`config.mk`:
```
export PLATFORM = sky130hd
export DESIGN_NAME = vcu_uart
export DESIGN_NICKNAME = d
export VERILOG_FILES = /design/src/logic/vcu_pkg.sv /design/src/logic/vcu_fifo.sv /design/src/logic/vcu_baud.sv /design/src/logic/vcu_uart.sv
export SDC_FILE = /design/constraint.sdc
export NUM_CORES = 1
export LEC_CHECK = 0
export ABC_AREA = 0
export ABC_CLOCK_PERIOD_IN_PS = 4200
export BUFFER_PORTS_ARGS = -buffer_cell sky130_fd_sc_hd__buf_2
export CORE_ASPECT_RATIO = 0.8
export CORE_UTILIZATION = 30
export CTS_BUF_LIST = sky130_fd_sc_hd__clkbuf_16
export DETAILED_ROUTE_END_ITERATION = 6
export HOLD_SLACK_MARGIN = 0.05
export PLACE_DENSITY = 0.56
export SYNTH_ARGS = -nofsm -noshare
export SYNTH_HDL_FRONTEND = slang
export SYNTH_SLANG_ARGS = --single-unit
```
`constraint.sdc`:
```
create_clock -name clk -period 4.2 [get_ports clk]
set_clock_uncertainty 0.05 [all_clocks]
set_input_delay 0.21 -clock clk [delete_from_list [all_inputs] [get_ports clk]]
set_output_delay 0.21 -clock clk [all_outputs]
set_load 0.01 [all_outputs]
```
`src/logic/vcu_pkg.sv`:
```
// package of constants for the target-side serial link with hardware flow control
// Notes on behaviour
// - after reset the link runs 115200 baud 8N1 with flow control ignored.
// - baud rate selectable from 9600 to 921600; both ends must match.
// - target sends on its transmit line and receives on its receive line.
// - target asserts receive-ready while it can accept, drops it to hold off.
// - with handshake on, transmitter starts no new character while permit is low.
// - receiver still accepts at least one character after dropping receive-ready.
// - target drives the pass-through enable active to let traffic through.
// - target always actively drives receive-ready so host data is not blocked.
package vcu_pkg;

  // *****************************************************************
  // clock and baud
  // *****************************************************************
  localparam int unsigned CLK_HZ       = 125000000;
  localparam int unsigned OVERSAMPLE   = 16;
  localparam int unsigned BAUD_DEFAULT = 115200;
  localparam int unsigned BAUD_MIN     = 9600;
  localparam int unsigned BAUD_MAX     = 921600;
  localparam int unsigned DIV_W        = 16;
  // tick divider for the oversampled rate, rounded to nearest
  localparam logic [DIV_W-1:0] DIV_DEFAULT =
    DIV_W'((CLK_HZ + (BAUD_DEFAULT * OVERSAMPLE) / 2) / (BAUD_DEFAULT * OVERSAMPLE));
  // fastest divisor rounds up so the rate never exceeds the top of the range
  localparam logic [DIV_W-1:0] DIV_MIN_VAL =
    DIV_W'((CLK_HZ + BAUD_MAX * OVERSAMPLE - 1) / (BAUD_MAX * OVERSAMPLE));
  localparam logic [DIV_W-1:0] DIV_MAX_VAL =
    DIV_W'(CLK_HZ / (BAUD_MIN * OVERSAMPLE));

  // *****************************************************************
  // frame
  // *****************************************************************
  localparam int unsigned DATA_BITS = 8;
  localparam logic [3:0]  OS_LAST   = 4'hf;
  localparam logic [3:0]  OS_MID    = 4'h7;
  localparam logic [2:0]  BIT_LAST  = 3'h7;

  // *****************************************************************
  // fifo
  // *****************************************************************
  localparam int unsigned FIFO_DEPTH = 16;
  // receive-ready drops while this many or fewer slots remain
  localparam logic [4:0]  RX_HEADROOM = 5'h02;

  // *****************************************************************
  // registers, byte addresses
  // *****************************************************************
  localparam logic [11:0] REG_CTRL   = 12'h000;
  localparam logic [11:0] REG_BAUD   = 12'h004;
  localparam logic [11:0] REG_STATUS = 12'h008;
  localparam logic [11:0] REG_TXDATA = 12'h00c;
  localparam logic [11:0] REG_RXDATA = 12'h010;

  // ctrl fields
  localparam int unsigned CTRL_LINK_EN = 0;
  localparam int unsigned CTRL_PERMIT  = 1;
  localparam int unsigned CTRL_RXREADY = 2;
  localparam logic [2:0]  CTRL_RESET   = 3'h0;

  // status fields
  localparam int unsigned ST_TX_FULL   = 0;
  localparam int unsigned ST_TX_EMPTY  = 1;
  localparam int unsigned ST_RX_VALID  = 2;
  localparam int unsigned ST_RX_FULL   = 3;
  localparam int unsigned ST_FRAME_ERR = 4;
  localparam int unsigned ST_OVERRUN   = 5;
  localparam int unsigned ST_TX_BUSY   = 6;
  localparam int unsigned ST_PERMIT    = 7;
  localparam int unsigned ST_RX_READY  = 8;

  typedef enum logic [1:0] {
    TX_IDLE  = 2'b00,
    TX_START = 2'b01,
    TX_DATA  = 2'b10,
    TX_STOP  = 2'b11
  } vcu_tx_state_e;

  typedef enum logic [1:0] {
    RX_IDLE  = 2'b00,
    RX_START = 2'b01,
    RX_DATA  = 2'b10,
    RX_STOP  = 2'b11
  } vcu_rx_state_e;

endpackage

```
`src/logic/vcu_fifo.sv`:
```
// synchronous fifo with valid and ready on both sides
`timescale 1ns/100ps
module vcu_fifo #(
  parameter int unsigned WIDTH = 8,
  parameter int unsigned DEPTH = 16
) (
  // clock and reset
  input  wire logic                     clk,
  input  wire logic                     rst,
  // fill side
  input  wire logic                     in_valid,
  output logic                          in_ready,
  input  wire logic [WIDTH-1:0]         in_data,
  // drain side
  output logic                          out_valid,
  input  wire logic                     out_ready,
  output logic [WIDTH-1:0]              out_data,
  // fill level
  output logic [$clog2(DEPTH+1)-1:0]    level
);

  localparam int unsigned AW = $clog2(DEPTH);

  logic [WIDTH-1:0]           mem [DEPTH];
  logic [AW-1:0]              wr_ptr_q;
  logic [AW-1:0]              rd_ptr_q;
  logic [$clog2(DEPTH+1)-1:0] count_q;
  logic                       push;
  logic                       pop;

  assign in_ready  = (count_q != ($clog2(DEPTH+1))'(DEPTH));
  assign out_valid = (count_q != '0);
  assign out_data  = mem[rd_ptr_q];
  assign level     = count_q;
  assign push      = in_valid && in_ready;
  assign pop       = out_valid && out_ready;

  always_ff @(posedge clk) begin
    if (push) begin
      mem[wr_ptr_q] <= in_data;
    end
  end

  always_ff @(posedge clk or posedge rst) begin
    if (rst) begin
      wr_ptr_q <= '0;
      rd_ptr_q <= '0;
      count_q  <= '0;
    end else begin
      if (push) begin
        wr_ptr_q <= AW'(wr_ptr_q + 1'b1);
      end
      if (pop) begin
        rd_ptr_q <= AW'(rd_ptr_q + 1'b1);
      end
      if (push && !pop) begin
        count_q <= count_q + 1'b1;
      end else if (pop && !push) begin
        count_q <= count_q - 1'b1;
      end
    end
  end

endmodule

```
`src/logic/vcu_baud.sv`:
```
// divider producing the oversampled baud tick
`timescale 1ns/100ps
module vcu_baud (
  // clock and reset
  input  wire logic                    clk,
  input  wire logic                    rst,
  // divisor in clock cycles per tick
  input  wire logic [vcu_pkg::DIV_W-1:0] divisor,
  // one-cycle tick
  output logic                         tick
);

  logic [vcu_pkg::DIV_W-1:0] cnt_q;

  always_ff @(posedge clk or posedge rst) begin
    if (rst) begin
      cnt_q <= '0;
      tick  <= 1'b0;
    end else if (cnt_q >= divisor - 1'b1) begin
      cnt_q <= '0;
      tick  <= 1'b1;
    end else begin
      cnt_q <= cnt_q + 1'b1;
      tick  <= 1'b0;
    end
  end

endmodule

```
`src/logic/vcu_uart.sv`:
```
// target-side uart with rts/cts flow control and apb registers
`timescale 1ns/100ps
module vcu_uart (
  // clock and reset
  input  wire logic        clk,
  input  wire logic        rst,
  // apb slave
  input  wire logic        psel,
  input  wire logic        penable,
  input  wire logic        pwrite,
  input  wire logic [11:0] paddr,
  input  wire logic [31:0] pwdata,
  output logic      [31:0] prdata,
  output logic             pready,
  output logic             pslverr,
  // serial link pins
  output logic             tx_line,
  input  wire logic        rx_line,
  input  wire logic        tx_permit,
  output logic             rx_ready,
  output logic             link_enable
);

  // *****************************************************************
  // pin synchronisers
  // *****************************************************************
  logic rx_s1_q, rx_s2_q, permit_s1_q, permit_s2_q;

  always_ff @(posedge clk or posedge rst) begin
    if (rst) begin
      rx_s1_q     <= 1'b1;
      rx_s2_q     <= 1'b1;
      permit_s1_q <= 1'b0;
      permit_s2_q <= 1'b0;
    end else begin
      rx_s1_q     <= rx_line;
      rx_s2_q     <= rx_s1_q;
      permit_s1_q <= tx_permit;
      permit_s2_q <= permit_s1_q;
    end
  end

  // *****************************************************************
  // registers
  // *****************************************************************
  logic [2:0]                ctrl_q;
  logic [vcu_pkg::DIV_W-1:0] div_q;
  logic                      frame_err_q;
  logic                      overrun_q;
  logic                      wr_en;
  logic                      rd_en;
  logic                      addr_ok;
  logic                      set_ferr;
  logic                      set_ovr;

  assign wr_en   = psel && penable && pwrite;
  assign rd_en   = psel && penable && !pwrite;
  assign pready  = 1'b1;
  assign addr_ok = (paddr == vcu_pkg::REG_CTRL) || (paddr == vcu_pkg::REG_BAUD) ||
                   (paddr == vcu_pkg::REG_STATUS) || (paddr == vcu_pkg::REG_TXDATA) ||
                   (paddr == vcu_pkg::REG_RXDATA);
  assign pslverr = psel && penable && !addr_ok;

  // reset leaves handshake ignored and 115200 divisor
  always_ff @(posedge clk or posedge rst) begin
    if (rst) begin
      ctrl_q <= vcu_pkg::CTRL_RESET;
      div_q  <= vcu_pkg::DIV_DEFAULT;
    end else if (wr_en && paddr == vcu_pkg::REG_CTRL) begin
      ctrl_q <= pwdata[2:0];
    end else if (wr_en && paddr == vcu_pkg::REG_BAUD) begin
      // clamp divisor to the 9600..921600 range
      if (pwdata[vcu_pkg::DIV_W-1:0] < vcu_pkg::DIV_MIN_VAL) begin
        div_q <= vcu_pkg::DIV_MIN_VAL;
      end else if (pwdata[vcu_pkg::DIV_W-1:0] > vcu_pkg::DIV_MAX_VAL) begin
        div_q <= vcu_pkg::DIV_MAX_VAL;
      end else begin
        div_q <= pwdata[vcu_pkg::DIV_W-1:0];
      end
    end
  end

  // sticky error flags, write one to clear; a new event wins
  always_ff @(posedge clk or posedge rst) begin
    if (rst) begin
      frame_err_q <= 1'b0;
      overrun_q   <= 1'b0;
    end else begin
      if (set_ferr) begin
        frame_err_q <= 1'b1;
      end else if (wr_en && paddr == vcu_pkg::REG_STATUS && pwdata[vcu_pkg::ST_FRAME_ERR]) begin
        frame_err_q <= 1'b0;
      end
      if (set_ovr) begin
        overrun_q <= 1'b1;
      end else if (wr_en && paddr == vcu_pkg::REG_STATUS && pwdata[vcu_pkg::ST_OVERRUN]) begin
        overrun_q <= 1'b0;
      end
    end
  end

  // software drives the pass-through enable
  assign link_enable = ctrl_q[vcu_pkg::CTRL_LINK_EN];

  // *****************************************************************
  // baud tick and fifos
  // *****************************************************************
  logic       tick;
  logic       txf_in_ready, txf_valid, txf_pop;
  logic [7:0] txf_data;
  // tx fill level unused: full and empty come from the fifo handshakes
  logic       rxf_in_valid, rxf_in_ready, rxf_valid, rxf_pop;
  logic [7:0] rxf_in_data, rxf_data;
  logic [4:0] rxf_level;

  vcu_baud u_baud (
    .clk     (clk),
    .rst     (rst),
    .divisor (div_q),
    .tick    (tick)
  );

  assign rxf_pop = rd_en && paddr == vcu_pkg::REG_RXDATA;

  vcu_fifo #(.WIDTH(8), .DEPTH(vcu_pkg::FIFO_DEPTH)) u_txf (
    .clk       (clk),
    .rst       (rst),
    .in_valid  (wr_en && paddr == vcu_pkg::REG_TXDATA),
    .in_ready  (txf_in_ready),
    .in_data   (pwdata[7:0]),
    .out_valid (txf_valid),
    .out_ready (txf_pop),
    .out_data  (txf_data),
    .level     ()
  );

  vcu_fifo #(.WIDTH(8), .DEPTH(vcu_pkg::FIFO_DEPTH)) u_rxf (
    .clk       (clk),
    .rst       (rst),
    .in_valid  (rxf_in_valid),
    .in_ready  (rxf_in_ready),
    .in_data   (rxf_in_data),
    .out_valid (rxf_valid),
    .out_ready (rxf_pop),
    .out_data  (rxf_data),
    .level     (rxf_level)
  );

  // ready always driven, drops early leaving headroom for two more
  always_ff @(posedge clk or posedge rst) begin
    if (rst) begin
      rx_ready <= 1'b0;
    end else begin
      rx_ready <= !ctrl_q[vcu_pkg::CTRL_RXREADY] ||
                  (5'(vcu_pkg::FIFO_DEPTH) - rxf_level > vcu_pkg::RX_HEADROOM);
    end
  end

  // *****************************************************************
  // transmitter
  // *****************************************************************
  vcu_pkg::vcu_tx_state_e tx_st_q;
  logic [3:0]             tx_os_q;
  logic [2:0]             tx_bit_q;
  logic [7:0]             tx_sh_q;
  logic                   tx_go;

  // no new character starts while permit is low under handshake
  assign tx_go   = txf_valid && link_enable &&
                   (!ctrl_q[vcu_pkg::CTRL_PERMIT] || permit_s2_q);
  assign txf_pop = (tx_st_q == vcu_pkg::TX_IDLE) && tick && tx_go;

  // idle high, start low, lsb first, stop high
  always_ff @(posedge clk or posedge rst) begin
    if (rst) begin
      tx_st_q  <= vcu_pkg::TX_IDLE;
      tx_os_q  <= '0;
      tx_bit_q <= '0;
      tx_sh_q  <= '0;
      tx_line  <= 1'b1;
    end else if (tick) begin
      tx_os_q <= tx_os_q + 1'b1;
      unique case (tx_st_q)
        vcu_pkg::TX_IDLE: begin
          tx_line <= 1'b1;
          tx_os_q <= '0;
          if (tx_go) begin
            tx_sh_q <= txf_data;
            tx_line <= 1'b0;
            tx_st_q <= vcu_pkg::TX_START;
          end
        end
        vcu_pkg::TX_START: begin
          if (tx_os_q == vcu_pkg::OS_LAST) begin
            tx_line  <= tx_sh_q[0];
            tx_bit_q <= '0;
            tx_st_q  <= vcu_pkg::TX_DATA;
          end
        end
        vcu_pkg::TX_DATA: begin
          if (tx_os_q == vcu_pkg::OS_LAST) begin
            if (tx_bit_q == vcu_pkg::BIT_LAST) begin
              tx_line <= 1'b1;
              tx_st_q <= vcu_pkg::TX_STOP;
            end else begin
              tx_line  <= tx_sh_q[1];
              tx_sh_q  <= {1'b0, tx_sh_q[7:1]};
              tx_bit_q <= tx_bit_q + 1'b1;
            end
          end
        end
        vcu_pkg::TX_STOP: begin
          if (tx_os_q == vcu_pkg::OS_LAST) begin
            tx_st_q <= vcu_pkg::TX_IDLE;
          end
        end
      endcase
    end
  end

  // *****************************************************************
  // receiver
  // *****************************************************************
  vcu_pkg::vcu_rx_state_e rx_st_q;
  logic [3:0]             rx_os_q;
  logic [2:0]             rx_bit_q;
  logic [7:0]             rx_sh_q;
  logic                   rx_done;

  assign rxf_in_valid = rx_done;
  assign rxf_in_data  = rx_sh_q;
  assign set_ovr      = rx_done && !rxf_in_ready;

  // mid-bit sampling, low stop bit is a framing error
  always_ff @(posedge clk or posedge rst) begin
    if (rst) begin
      rx_st_q  <= vcu_pkg::RX_IDLE;
      rx_os_q  <= '0;
      rx_bit_q <= '0;
      rx_sh_q  <= '0;
      rx_done  <= 1'b0;
      set_ferr <= 1'b0;
    end else begin
      rx_done  <= 1'b0;
      set_ferr <= 1'b0;
      if (tick) begin
        rx_os_q <= rx_os_q + 1'b1;
        unique case (rx_st_q)
          vcu_pkg::RX_IDLE: begin
            rx_os_q <= '0;
            if (!rx_s2_q && link_enable) begin
              rx_st_q <= vcu_pkg::RX_START;
            end
          end
          vcu_pkg::RX_START: begin
            if (rx_os_q == vcu_pkg::OS_MID) begin
              rx_os_q  <= '0;
              rx_bit_q <= '0;
              rx_st_q  <= rx_s2_q ? vcu_pkg::RX_IDLE : vcu_pkg::RX_DATA;
            end
          end
          vcu_pkg::RX_DATA: begin
            if (rx_os_q == vcu_pkg::OS_LAST) begin
              rx_sh_q  <= {rx_s2_q, rx_sh_q[7:1]};
              rx_bit_q <= rx_bit_q + 1'b1;
              if (rx_bit_q == vcu_pkg::BIT_LAST) begin
                rx_st_q <= vcu_pkg::RX_STOP;
              end
            end
          end
          vcu_pkg::RX_STOP: begin
            if (rx_os_q == vcu_pkg::OS_LAST) begin
              rx_st_q <= vcu_pkg::RX_IDLE;
              if (rx_s2_q) begin
                rx_done <= 1'b1;
              end else begin
                set_ferr <= 1'b1;
              end
            end
          end
        endcase
      end
    end
  end

  // *****************************************************************
  // read mux
  // *****************************************************************
  always_comb begin
    prdata = 32'h0;
    if (rd_en) begin
      unique case (paddr)
        vcu_pkg::REG_CTRL:   prdata = {29'h0, ctrl_q};
        vcu_pkg::REG_BAUD:   prdata = {16'h0, div_q};
        vcu_pkg::REG_STATUS: prdata = {23'h0, rx_ready, permit_s2_q, tx_st_q != vcu_pkg::TX_IDLE,
                                       overrun_q, frame_err_q, !rxf_in_ready, rxf_valid,
                                       !txf_valid, !txf_in_ready};
        vcu_pkg::REG_RXDATA: prdata = {24'h0, rxf_data};
        default:             prdata = 32'h0;
      endcase
    end
  end

endmodule

```
======== After elaboration in Yosys (flattened, before gate mapping) ========
Memory sizes are Yosys's and may differ from the RTL's.
Cells that the tools add are included.
storage, ports and cells
  bits in registers ....................... 106
  RAM bits ................................ 256
  bits of input ports ..................... 51
  output and inout bits ................... 37
  logic and storage cells ................. 201
  memories kept ........................... 2
memory list
  memory     words  bits a word  rd ports  clocked after Yosys merged registers in  wr ports  line            text
  u_rxf.mem  16     8            1         0                                        1         vcu_fifo.sv:24  logic [WIDTH-1:0] mem [DEPTH];
  u_txf.mem  16     8            1         0                                        1         vcu_fifo.sv:24
cells by class
  $add $sub $neg .......................... 15
  order comparisons ....................... 4
  eq/ne operators ......................... 28
  muxes and demuxes ....................... 58
  bitwise logic cells ..................... 1
  reduce and logical (&&, ||, !) cells .... 65
operators by type and width
  kind                                                                                number
  16-bit two-way mux                                                                  4
  16-bit one-hot mux with 4 select lines                                              1
  1-bit logical AND                                                                   25
  4-bit by 1-bit adder with 4-bit output (second input constant)                      6
  12-bit by 4-bit equality test with 1-bit output (second input constant)             2
  8-bit two-way mux                                                                   3
  2-bit two-way mux                                                                   11
  2-bit != test (second input constant)                                               11
  1-bit two-way mux                                                                   21
  5-bit two-way mux                                                                   4
  16-bit by 1-bit adder with 16-bit output (second input constant)                    1
  16-bit greater-or-equal comparator                                                  1
  16-bit by 10-bit greater-than comparator with 1-bit output (second input constant)  1
  16-bit by 4-bit less-than comparator with 1-bit output (second input constant)      1
  2-bit one-hot mux with 4 select lines                                               2
  8-bit one-hot mux with 2 select lines                                               1
  2-bit nonzero test                                                                  8
  16-bit by 1-bit subtractor with 16-bit output (second input constant)               1
  3-bit two-way mux                                                                   5
  12-bit by 3-bit equality test with 1-bit output (second input constant)             1
  12-bit by 5-bit equality test with 1-bit output (second input constant)             1
  1-bit zero test                                                                     12
  12-bit zero test                                                                    1
  3-bit one-hot mux with 2 select lines                                               2
  24 further kinds                                                                    45

======== Depth between registers and ports, before layout ========
  word-level depth ........................ 8
  gate-level depth with buffers ........... 14
  depth with buffers taken out ............ 14

======== Modules after synthesis ========
A second synthesis with hierarchy kept.
unflattened totals
  cells, all modules ...................... 1154
  area, all modules ....................... 16638.5 um2
by module, submodules not included
  module    instances  cells an instance  area an instance (um2)  sequential area each (um2)
  vcu_fifo  2          319                5774.3                  4169.0
  vcu_uart  1          360                3623.5                  1582.8
  vcu_baud  1          156                1466.4                  425.4

======== Worst setup path after synthesis ========
No wires, ideal clock.
  kind .................................... reg-to-reg
  start ................................... register div_q[5] (netlist bit)
  end ..................................... register u_baud.cnt_q[10] (netlist bit)
  library setup time ...................... 94 ps
  arrival ................................. 3150 ps
  required time ........................... 4056 ps
  path slack .............................. 906 ps
  stages on the path, launching flop included .. 14
  buffers on the path ..................... 2
  period minus slack after synthesis ...... 3294 ps
  cell sequence ........................... dfrtp_1 -> buf_6 -> or4_4 -> or3_4 -> or3_4 -> nor2_1 -> xnor2_1 -> ha_1 -> a21o_1 -> a21o_1 -> a21oi_1 -> inv_1 -> clkbuf_1 -> a211oi_1
between the ends
  word-level cells in the longest chain between the ends .. 3
ends and longest elaborated chain
  what                                           line            text
  from (decl)                                    vcu_uart.sv:47  logic [vcu_pkg::DIV_W-1:0] div_q;
  from (signal assigned)                         vcu_uart.sv:68  div_q <= vcu_pkg::DIV_DEFAULT;
  from (signal assigned)                         vcu_uart.sv:74  div_q <= vcu_pkg::DIV_MIN_VAL;
  from (signal assigned)                         vcu_uart.sv:76  div_q <= vcu_pkg::DIV_MAX_VAL;
  16-bit by 1-bit subtractor with 16-bit output  vcu_baud.sv:19  end else if (cnt_q >= divisor - 1'b1) begin
  16-bit greater-or-equal comparator             vcu_baud.sv:19
  16-bit two-way mux                             vcu_baud.sv:19
  to (signal assigned)                           vcu_baud.sv:23  cnt_q <= cnt_q + 1'b1;
  to (decl)                                      vcu_baud.sv:13  logic [vcu_pkg::DIV_W-1:0] cnt_q;
No other way between the ends.
A chain may end at the register's enable or synchronous reset.

======== Worst setup path after layout ========
  start ................................... register div_q[7] (netlist bit)
  end ..................................... register u_baud.cnt_q[14] (netlist bit)
The elaborated chain is that of the path after synthesis.

==> results.yml <==
hold_path:
  min_to: "div_q[9]$_DFFE_PP0P_"
  hold_path_depth: 5
  holdCritPathClass: "input pin to flop"
  hold_start: "pwdata[14]"
logic_synthesis:
  async_flop_share_pct: 29.3
  yosys.area.top_type_share_pct: 47.5
  synth-seq-area-share_pct: 63.9
  synth_edf_count: 256
  synth_top_area_cell: "edfxtp_1"
  synth_seq_cells: 362
  ys.flop_type: "edfxtp_1"
  yosysWarnings: 0
  synth_cell_types: 62
  synthCells: 1081
  netlist_area_sq_um: 16200
  synthTopCellsByArea: "edfxtp_1, dfrtp_1, mux4_2"
  avgSynthCellArea_sq_um: 15.0
placed_design:
  gp_congestion: 0.796
  numPortBuffers: 54
  place_hpwl_microns: 24400
sta:
  slew_headroom_pct: 35.3
  maxSlewViolCount: 0
  setup_tns_ps: 0
  worst_slew_pin_slew_ps: 971
  rsz0062_at_grt: "no"
  min_period_over_period_pct: 84.8
  finalHoldViolations: 0
  fin_crit_ps: 3560
  fmax_mhz: 281
  whs_ps: 82.9
  finalSetupViolCount: 0
detailed_routing:
  route.detailed.drc: 0
  drtAntennaViolNets: 0
  routed_wl_microns: 36100
  dr.first_iter.drc_count: 575
  firstDrtPassIters: 5
  vias: 9239
  wire_per_inst_microns: 19.2
  vias_per_cell: 4.91
finish:
  area_growth_pct: 15.5
  register_area_sq_um: 10300
  drive_gt1_share_pct: 19.3
  fin_util_pct: 35.4
  fillers: 4963
  multi_input_area_sq_um: 5460
  nNetsFinal: 1260
die:
  die_x_microns: 262
  num_rows: 75
  dieArea_sq_um: 54900
  die_y_microns: 210
  ioPinCount: 88
  start_util_pct: 30.6
  core-area_sq_um: 52800
clock_network:
  htreeDepth: 2
  cts_buffer_depth: 3
  clk_pin_slew_worst_paths_ps: 70
  cts-root-buf: "clkbuf_16"
  cts_made_buffers: 40
  clock_latency_ps: 570
  cts_tree: "done"
  ctsResizeCount: 0
  cts_setup_buffers: 0
  clock_sinks: 362
grt:
  grt_max_degree: 56
  grt-ovfl-total: 0
  grt_pass1_wl_microns: 56100
  grt_usage_pct: 13.5
  grt_pass1_vias: 9364
  antenna_found_initial: 1
setup_path:
  r2r-end: "u_baud.cnt_q[14]$_DFF_PP0_"
  cp-start-kind: "flop"
  cp_max_fo: 16
  cp-end-kind: "flop"
  reg2reg_slack_ps: 640
  cp_slowest_stage_delay_ps: 580
  regToRegStartpoint: "div_q[7]$_DFFE_PP0P_"
  cp.arrival_ps: 3980
  critical_path_required_ps: 4610
  r2r_cells: 11
  worst_path_max_delay_cell: "or4_4"
  worstSetupPathType: "flop to flop"
  path_cells: "or4_4, or3_4, or3_4, nor2_1, xnor2_1, ha_1, a21o_1, a21o_1, a21oi_1, inv_1, a211oi_1"
power:
  power_leakage_nw: 6.38
  irDropWorstVdd_uv: 265
  p_per_area_nw_per_um2: 430
  totalPowerFinal_mw: 8.04
flow_run:
  maxCapViolations: 0
run_status:
  status: "complete, no violations"
-- layout by cell type (no fill, tap or decap), types with 17 or more instances in the layout --
master,count
a21oi_1,47
ha_1,50
dfrtp_1,99
nand2_1,54
mux2_2,26
buf_2,54
mux4_2,64
clkbuf_16,41
edfxtp_1,256
nand3_1,18
a211oi_1,21
inv_1,39
o21ai_0,29
conb_1,17
xnor2_1,34
a22oi_1,17
nor2_1,45
nor3_1,20
and2_1,42
-- power by group --
part	internal, mW	switching (mW)	leakage, nW
Sequential	3.89	0.0592	3.40
Combinational	0.192	0.291	2.29
Clock	2.15	1.45	0.689
Total	6.24	1.80	6.38
-- kinds of logic after synthesis --
kind of cell | after synthesis | synth area share (%)
XOR/XNOR | 49 | 2.65
multiplexers | 104 | 11.6
other | 2 | 0.0464
adder cells (fa/ha/maj) | 52 | 4.11
AND/OR/NAND/NOR | 255 | 8.44
buffers and inverters | 94 | 2.68
flip-flops | 362 | 63.9
AO/OA/AOI/OAI | 163 | 6.53
-- metal layers --
metal / vias up / part of all wire [%] / track usage [%]
met5: - / 0 / 0
met4: 0 / 2.6 / 4.85
met3: 52 / 4.6 / 2.27
met2: 202 / 44 / 20.0
met1: 4721 / 49 / 20.0
li1: 4264 / - / -
-- how the worst max path moves through the flow --
stage | start | end | slack, ps | cells past startpoint
3_3_place_gp | paddr[7] | u_txf.level[4]$_DFFE_PP0P_ | 590 | 13
4_1_cts | u_txf.level[0]$_DFFE_PP0P_ | u_txf.level[4]$_DFFE_PP0P_ | 610 | 12
6_report | div_q[7]$_DFFE_PP0P_ | u_baud.cnt_q[14]$_DFF_PP0_ | 640 | 11
3_5_place_dp | paddr[7] | u_txf.level[4]$_DFFE_PP0P_ | 530 | 13
2_1_floorplan | div_q[5]$_DFFE_PP0P_ | u_baud.cnt_q[10]$_DFF_PP0_ | 910 | 13
5_1_grt | div_q[7]$_DFFE_PP0P_ | u_baud.cnt_q[2]$_DFF_PP0_ | 390 | 11
-- final cells by class --
type / instances / share of cell area, %
Tap cell: 693 / 4.64
Antenna cell: 2 / 0.0268
Timing Repair Buffer: 82 / 2.81
Clock inverter: 32 / 1.78
Sequential cell: 362 / 55.4
Multi-Input combinational cell: 640 / 29.2
Clock buffer: 41 / 5.49
Inverter: 31 / 0.636
-- sequential cells by signal, summed over array words and instances, names as in the netlist, 5 cells and up, named ones only --
name          cells
u_rxf.level       5
tx_sh_q           8
u_txf.level       5
div_q            16
u_rxf.mem       128
rx_sh_q           8
u_baud.cnt_q     16
u_txf.mem       128
-- repair_timing --
| item | in CTS | in global routing |
|---|---|---|
| endpoints found under the setup margin | 0 | 0 |
| hold buffers | 13 | 0 |
| endpoints found under the hold margin | 171 | 0 |
-- critical path, delay by kind of cell, from the launching register on --
kind | cells | cell delay (ps)
buffers and inverters | 1 | 300
flip-flops | 1 | 450
AO/OA/AOI/OAI | 4 | 830
adder cells (fa/ha/maj) | 1 | 260
XOR/XNOR | 1 | 140
AND/OR/NAND/NOR | 4 | 1430
-- through the flow --
stage / worst slack [ps] / cell area [sq um] / cells
floorplan: 906 / 16200 / 1096
global placement: 589 / 17200 / 1795
detailed placement: 527 / 17200 / 1795
CTS: 606 / 18700 / 1881
global route: 391 / 18700 / 1882
finish: 637 / 18700 / 1883
-- cell usage after synthesis (11+ instances only) --
library cell,instances
nor2b_1,12
nand2_1,54
and2_1,42
mux2i_1,14
and3_1,15
xnor2_1,34
ha_1,50
a21oi_1,47
nor2_1,45
nand3_1,18
o21ai_0,29
a211oi_1,21
nand4_1,11
xor2_1,15
inv_1,30
edfxtp_1,256
a22oi_1,17
nor3_1,20
mux2_2,26
mux4_2,64
buf_4,17
clkbuf_1,35
dfrtp_1,101
No activity file was read; power rests on OpenSTA's default activity.
